$ cat config.mk
export PLATFORM = sky130hd
export DESIGN_NAME = sbpd_page_decode
export DESIGN_NICKNAME = d
export VERILOG_FILES = /design/src/rtl/sbpd_pkg.sv /design/src/rtl/sbpd_page_decode.sv
export SDC_FILE = /design/constraint.sdc
export NUM_CORES = 1
export LEC_CHECK = 0
export ABC_AREA = 0
export ABC_CLOCK_PERIOD_IN_PS = 2280
export BUFFER_PORTS_ARGS = -buffer_cell sky130_fd_sc_hd__buf_4
export CAP_MARGIN = 5
export CORE_MARGIN = 8
export CORE_UTILIZATION = 42
export DETAILED_ROUTE_END_ITERATION = 16
export GPL_ROUTABILITY_DRIVEN = 0
export PLACE_DENSITY_LB_ADDON = 0.08
export SETUP_SLACK_MARGIN = 0.2
export SYNTH_ARGS = -nofsm -noshare
export SYNTH_HDL_FRONTEND = slang
export SYNTH_SLANG_ARGS = --single-unit
$ cat constraint.sdc
create_clock -name ref_clk -period 2.28 [get_ports ref_clk]
set_clock_uncertainty 0.05 [all_clocks]
set_input_delay 0.114 -clock ref_clk [delete_from_list [all_inputs] [get_ports ref_clk]]
set_output_delay 0.114 -clock ref_clk [all_outputs]
set_load 0.005 [all_outputs]
$ cat src/rtl/sbpd_pkg.sv
package sbpd_pkg;

    // ==========================================================
    // Page decode
    // ==========================================================
    localparam logic [7:0] PAGE_FC_HI = 8'hfc; // Upper address byte of the first page
    localparam logic [7:0] PAGE_FD_HI = 8'hfd; // Upper address byte of the second page

    // ==========================================================
    // Select stretch timing
    // ==========================================================
    localparam int CLK_MHZ  = 250;
    localparam int SHORT_NS = 1000;            // Select aligned with slow phase
    localparam int LONG_NS  = 1500;            // Select that must wait half a slow cycle
    localparam logic [9:0] SHORT_CYC = 10'((SHORT_NS * CLK_MHZ + 999) / 1000);
    localparam logic [9:0] LONG_CYC  = 10'((LONG_NS * CLK_MHZ + 999) / 1000);

    // ==========================================================
    // Reset values
    // ==========================================================
    localparam logic [7:0] DATA_RST = 8'h00;

    // ==========================================================
    // Types
    // ==========================================================
    typedef enum logic [0:0] {
        SBPD_IDLE,
        SBPD_BUSY
    } sbpd_state_e;

    typedef struct packed {
        logic        valid; // One-cycle access strobe
        logic        rnw;   // High for a read
        logic [15:0] addr;
        logic [7:0]  wdata;
    } sbpd_req_s;

endpackage : sbpd_pkg

$ cat src/rtl/sbpd_page_decode.sv
`timescale 1ns/10ps
// How it works
// - Decode pages FC00 and FD00, each driving its own active-low select.
// - Each select stays low one or one and a half microseconds per access.
// - ROM output enable is forced high while either select is low.
// - Slow-cycle request is high while either select is low.
// - Data buffer enable is low only while either select is low.
// - ROM disable, slow request and buffer enable share one decode term.
// - With the buffer enabled, data passes between host and expansion sides.
module sbpd_page_decode (
    input  wire logic              ref_clk,
    input  wire logic              reset,
    input  wire sbpd_pkg::sbpd_req_s host_req,
    input  wire logic              rom_oe_n_in,
    input  wire logic              phase_1m,
    input  wire logic [7:0]        exp_data_in,
    output logic                   page_fc_n,
    output logic                   page_fd_n,
    output logic                   rom_oe_n,
    output logic                   slow_cycle_request,
    output logic                   buf_en_n,
    output logic [7:0]             exp_data_out,
    output logic                   exp_data_oe,
    output logic [7:0]             host_rdata
);

    // ==========================================================
    // Pin synchronisers
    // ==========================================================
    logic       phase_s1_reg;
    logic       phase_s2_reg;
    logic [7:0] exp_s1_reg;
    logic [7:0] exp_s2_reg;

    // Two stages on slow phase and expansion data
    always_ff @(posedge ref_clk) begin
        if (reset) begin
            phase_s1_reg <= 1'b0;
            phase_s2_reg <= 1'b0;
            exp_s1_reg   <= sbpd_pkg::DATA_RST;
            exp_s2_reg   <= sbpd_pkg::DATA_RST;
        end else begin
            phase_s1_reg <= phase_1m;
            phase_s2_reg <= phase_s1_reg;
            exp_s1_reg   <= exp_data_in;
            exp_s2_reg   <= exp_s1_reg;
        end
    end

    // ==========================================================
    // Decode and stretch
    // ==========================================================
    sbpd_pkg::sbpd_state_e state_reg;
    logic [9:0]            cnt_reg;
    logic                  fd_sel_reg;
    logic                  rnw_reg;
    logic                  hit_fc;
    logic                  hit_fd;
    logic                  accept;
    logic                  sel_next;
    logic                  fd_next;

    assign hit_fc   = host_req.addr[15:8] == sbpd_pkg::PAGE_FC_HI;
    assign hit_fd   = host_req.addr[15:8] == sbpd_pkg::PAGE_FD_HI;
    // Accesses during a stretch are ignored
    assign accept   = host_req.valid && (hit_fc || hit_fd) && (state_reg == sbpd_pkg::SBPD_IDLE);
    assign sel_next = accept || ((state_reg == sbpd_pkg::SBPD_BUSY) && (cnt_reg != 10'h000));
    assign fd_next  = accept ? hit_fd : fd_sel_reg;

    // Stretch state and remaining count
    always_ff @(posedge ref_clk) begin
        if (reset) begin
            state_reg  <= sbpd_pkg::SBPD_IDLE;
            cnt_reg    <= 10'h000;
            fd_sel_reg <= 1'b0;
            rnw_reg    <= 1'b1;
        end else begin
            case (state_reg)
                sbpd_pkg::SBPD_IDLE: begin
                    if (accept) begin
                        state_reg  <= sbpd_pkg::SBPD_BUSY;
                        fd_sel_reg <= hit_fd;
                        rnw_reg    <= host_req.rnw;
                        cnt_reg    <= phase_s2_reg ? sbpd_pkg::LONG_CYC - 10'h001
                                                   : sbpd_pkg::SHORT_CYC - 10'h001;
                    end
                end
                sbpd_pkg::SBPD_BUSY: begin
                    if (cnt_reg == 10'h000) begin
                        state_reg <= sbpd_pkg::SBPD_IDLE;
                    end else begin
                        cnt_reg <= cnt_reg - 10'h001;
                    end
                end
                default: begin
                    state_reg <= sbpd_pkg::SBPD_IDLE;
                end
            endcase
        end
    end

    // ==========================================================
    // Select and bus control outputs
    // ==========================================================
    logic page_fc_n_reg;
    logic page_fd_n_reg;
    logic rom_oe_n_reg;
    logic slow_req_reg;
    logic buf_en_n_reg;

    always_ff @(posedge ref_clk) begin
        if (reset) begin
            page_fc_n_reg <= 1'b1;
            page_fd_n_reg <= 1'b1;
            rom_oe_n_reg  <= 1'b1;
            slow_req_reg  <= 1'b0;
            buf_en_n_reg  <= 1'b1;
        end else begin
            page_fc_n_reg <= !(sel_next && !fd_next);
            page_fd_n_reg <= !(sel_next && fd_next);
            rom_oe_n_reg  <= sel_next ? 1'b1 : rom_oe_n_in;
            slow_req_reg  <= sel_next;
            buf_en_n_reg  <= !sel_next;
        end
    end

    // ==========================================================
    // Data path
    // ==========================================================
    logic [7:0] exp_dout_reg;
    logic       exp_doe_reg;
    logic [7:0] host_rdata_reg;

    always_ff @(posedge ref_clk) begin
        if (reset) begin
            exp_dout_reg   <= sbpd_pkg::DATA_RST;
            exp_doe_reg    <= 1'b0;
            host_rdata_reg <= sbpd_pkg::DATA_RST;
        end else begin
            if (accept && !host_req.rnw) begin
                exp_dout_reg <= host_req.wdata;
            end
            exp_doe_reg <= sel_next && (accept ? !host_req.rnw : !rnw_reg);
            if (state_reg == sbpd_pkg::SBPD_BUSY && rnw_reg) begin
                host_rdata_reg <= exp_s2_reg;
            end
        end
    end

    assign page_fc_n          = page_fc_n_reg;
    assign page_fd_n          = page_fd_n_reg;
    assign rom_oe_n           = rom_oe_n_reg;
    assign slow_cycle_request = slow_req_reg;
    assign buf_en_n           = buf_en_n_reg;
    assign exp_data_out       = exp_dout_reg;
    assign exp_data_oe        = exp_doe_reg;
    assign host_rdata         = host_rdata_reg;

    // ==========================================================
    // Checks
    // ==========================================================
    logic [9:0] low_len_reg;
    logic       any_sel;

    assign any_sel = !page_fc_n_reg || !page_fd_n_reg;

    // Length of the current low select
    always_ff @(posedge ref_clk) begin
        if (reset) begin
            low_len_reg <= 10'h000;
        end else begin
            low_len_reg <= any_sel ? low_len_reg + 10'h001 : 10'h000;
        end
    end

    AST_DECODE_FC: assert property (
        @(posedge ref_clk) disable iff (reset)
        (accept && hit_fc) |=> (!page_fc_n && page_fd_n))
        else $error("first page select not asserted");

    AST_DECODE_FD: assert property (
        @(posedge ref_clk) disable iff (reset)
        (accept && hit_fd) |=> (!page_fd_n && page_fc_n))
        else $error("second page select not asserted");

    AST_STRETCH_LEN: assert property (
        @(posedge ref_clk) disable iff (reset)
        (any_sel && !sel_next) |->
            (low_len_reg + 10'h001 == sbpd_pkg::SHORT_CYC ||
             low_len_reg + 10'h001 == sbpd_pkg::LONG_CYC))
        else $error("select low time is neither short nor long");

    AST_SHORT_HOLD: assert property (
        @(posedge ref_clk) disable iff (reset)
        (accept && !phase_s2_reg) |=> any_sel [*8])
        else $error("select released early");

    AST_ROM_OFF: assert property (
        @(posedge ref_clk) disable iff (reset)
        any_sel |-> rom_oe_n)
        else $error("ROM enabled during page select");

    AST_SLOW_REQ: assert property (
        @(posedge ref_clk) disable iff (reset)
        any_sel |-> slow_cycle_request)
        else $error("slow request low during page select");

    AST_BUF_EN: assert property (
        @(posedge ref_clk) disable iff (reset)
        buf_en_n == !any_sel)
        else $error("buffer enable mismatch");

    AST_COMMON: assert property (
        @(posedge ref_clk) disable iff (reset)
        $changed(slow_cycle_request) |-> $changed(buf_en_n) && slow_cycle_request != buf_en_n)
        else $error("controls not changing together");

    AST_WRITE_PASS: assert property (
        @(posedge ref_clk) disable iff (reset)
        (accept && !host_req.rnw) |=>
            (exp_data_oe && !buf_en_n && exp_data_out == $past(host_req.wdata)))
        else $error("write data not driven");

    AST_OUTSIDE: assert property (
        @(posedge ref_clk) disable iff (reset)
        (state_reg == sbpd_pkg::SBPD_IDLE && !accept) |=>
            (page_fc_n && page_fd_n && !slow_cycle_request && buf_en_n && !exp_data_oe))
        else $error("bus active outside decoded pages");

    COV_SHORT: cover property (@(posedge ref_clk) disable iff (reset)
        accept && !phase_s2_reg);
    COV_LONG: cover property (@(posedge ref_clk) disable iff (reset)
        accept && phase_s2_reg);
    COV_READ: cover property (@(posedge ref_clk) disable iff (reset)
        accept && host_req.rnw && hit_fd);

endmodule : sbpd_page_decode

==> results.md <==
- CP Class: flop to flop
- Worst Hold Class: input pin to flop
- Vias per Instance: 5.08
- Avg WL per Cell: 14.2 µm
- Worst Setup End Kind: flop
- Post-Synthesis Cells: 218
- H-tree depth: 2
- CP arrival: 2050 ps
- RSZ-0062 raised after global routing: false
- Syn nets: 257
- Max Clk Rate: 0.535 GHz
- Die area: 7150 µm²
- Die W: 84.6 µm
- Nets: 326
- Tot GR Track Use: 14.1%
- Syn Area/Cell: 9.06 µm²
- Ant diodes: 0
- Port bufs: 51
- Remaining antenna violation count: 0
- Required @ worst endpoint: 2460 ps
- Total grt overflow: 0
- Slew HR: 52.5%
- Final Hold Viols: 0
- Clock latency at the later pin of the worst-skew pair: 300 ps
- Asr flop ratio synth: 0%
- Critical Path Fanout Max: 8
- Layout cells sized above 1: 23.3%
- Hold Buf Count CTS: 17
- Worst vdd ir: 324 µV
- Power Dens Cells: 590 nW/µm²
- Max-cap viol count: 0
- Die Y: 84.6 µm
- Total Wirelength: 4850 µm
- Core area: 4630 µm²
- Post-synth cell types: 43
- Register area share after synthesis: 52.7%
- Slew @ Worst Pin: 708 ps
- Post-CTS Setup Inserts: 0
- Setup tns final: 0 ps
- Ports: 60
- CTS tree: done
- DRC: 0
- Fin util: 58.0%
- CTS Buffer Depth: 2
- Vias: 1,738
- Leakage power: 1.06 nW
- Worst-path clk slew: 100 ps
- Ys Warns: 0
- Ys flop type: dfxtp_1
- Worst setup margin: 409 ps
- Largest net degree at the start of global routing: 48
- Synthesized flop and latch total: 52
- First-pass GRT wire length: 8310 µm
- Initial antenna violation count: 0
- Slew Limit Fails: 0
- TritonCTS Buffers: 5
- Starting Density: 42.6%
- CTS resizes: 0
- Vias in the first global route: 1,749
- Initial drt markers: 107
- Synth Cell Area: 1970 µm²
- Number of flip-flops in the largest register: 10
- Drt pass-1 iters: 4
- Final setup viols: 0
- Tmin final: 1870 ps
- Fin crit share: 82.1%
- EDFF count, synth: 0
- DP Worst Slack: 405 ps
- Crit start category: flop
- Sink Count: 52
- Area growth from synthesis to layout: 35.9%
- Clock root buffer: clkbuf_8
- Cell Rows: 25
- HPWL reported at the end of detailed placement: 3330 µm
- Status: complete, no violations
metrics by stage:
| step | area (µm²) | power [W] | hold slack [ps] | std cells |
|---|---|---|---|---|
| detailed placement | 2420 | 0.00103 | 274 | 317 |
| CTS | 2680 | 0.00160 | 0.316 | 342 |
| finish | 2680 | 0.00158 | 6.91 | 342 |
| global placement | 2420 | 0.00103 | 244 | 317 |
| floorplan | 1970 | 0.000985 | 157 | 218 |
| global route | 2680 | 0.00166 | 11.4 | 342 |
cells by family (layout without fill, tap and decap cells):
family                     Yosys count  count (layout)  synth area share [%]
and+or+nand+nor                     82              82                  22.8
AOI/OAI and AO/OA                   61              61                  18.9
DFF                                 52              52                  52.7
buffers and inverters               20              90                  3.99
adders and majority gates            1               1                 0.634
xor gates and xnor gates             1               1                 0.444
muxes                                1               1                 0.507
synth_stat cells (3+ instances only):
cell type  instances  area share, %
nand2_1           27            5.1
a21oi_1           23            5.8
or3_1              4            1.3
inv_1              9            1.7
nor2_1             5           0.95
a21o_1             3            1.1
o21ai_0           12            3.0
dfxtp_1           52             53
o21a_1             3            1.1
nand3_1           11            2.8
buf_2              3           0.76
clkbuf_1           6            1.1
nor2b_1           19            6.0
a31oi_1            5            1.6
power breakdown:
group	internal (W)	switching, W	total (W)	leakage (nW)
combinational	0.0000659	0.0000405	0.000106	0.581
sequential	0.000924	0.00000507	0.000929	0.423
clock	0.000249	0.000300	0.000549	0.0516
path summary, 6_finish.rpt:
check	from	endpoint	slack (ps)	cells after the start
worst max-delay path	cnt_reg[3]	cnt_reg[9]	410	4
worst min register to register	exp_s1_reg[4]	exp_s2_reg[4]	390	1
worst max register to register	cnt_reg[3]	cnt_reg[9]	410	4
worst min-delay path	host_req[7]	exp_data_out[7]	7	3
per-layer routing:
| layer | up-vias | wire, µm | global-route usage, % |
|---|---|---|---|
| met4 | 0 | 28 | 4.37 |
| met1 | 785 | 2240 | 17.3 |
| li1 | 909 | - | - |
| met2 | 40 | 2310 | 23.0 |
| met3 | 4 | 280 | 4.49 |
| met5 | - | 0 | 0 |
final cells by class:
cell class / instances / area [µm²]
fill: 439 / 1950
sequential: 52 / 1040
multi-input combinational: 146 / 855
timing repair buffer: 73 / 591
clock buffer: 6 / 82.6
tap: 54 / 67.6
inverter: 9 / 33.8
clock inverter: 2 / 13.8
layout by cell type (no fill, tap or decap), types with 2 or more instances in the layout:
| cell type | count |
|---|---|
| nand4_1 | 2 |
| nor2b_1 | 19 |
| nor2_1 | 5 |
| buf_4 | 56 |
| nand3_1 | 11 |
| nand2_1 | 27 |
| a21o_1 | 3 |
| dlygate4sd3_1 | 17 |
| or4_1 | 2 |
| a211oi_1 | 2 |
| or3_1 | 4 |
| a31oi_1 | 5 |
| o21ai_0 | 12 |
| nor3_1 | 2 |
| o21a_1 | 3 |
| nor4_1 | 2 |
| a21oi_1 | 23 |
| o41ai_1 | 2 |
| clkbuf_8 | 6 |
| inv_1 | 9 |
| dfxtp_1 | 52 |
critical path, cell delays in order (launching register included):
cell      delay, ps
dfxtp_1         410
nor4_4          480
nand2_2         130
or4_1           510
a211oi_1        220
(Power assumes the default switching activity.)
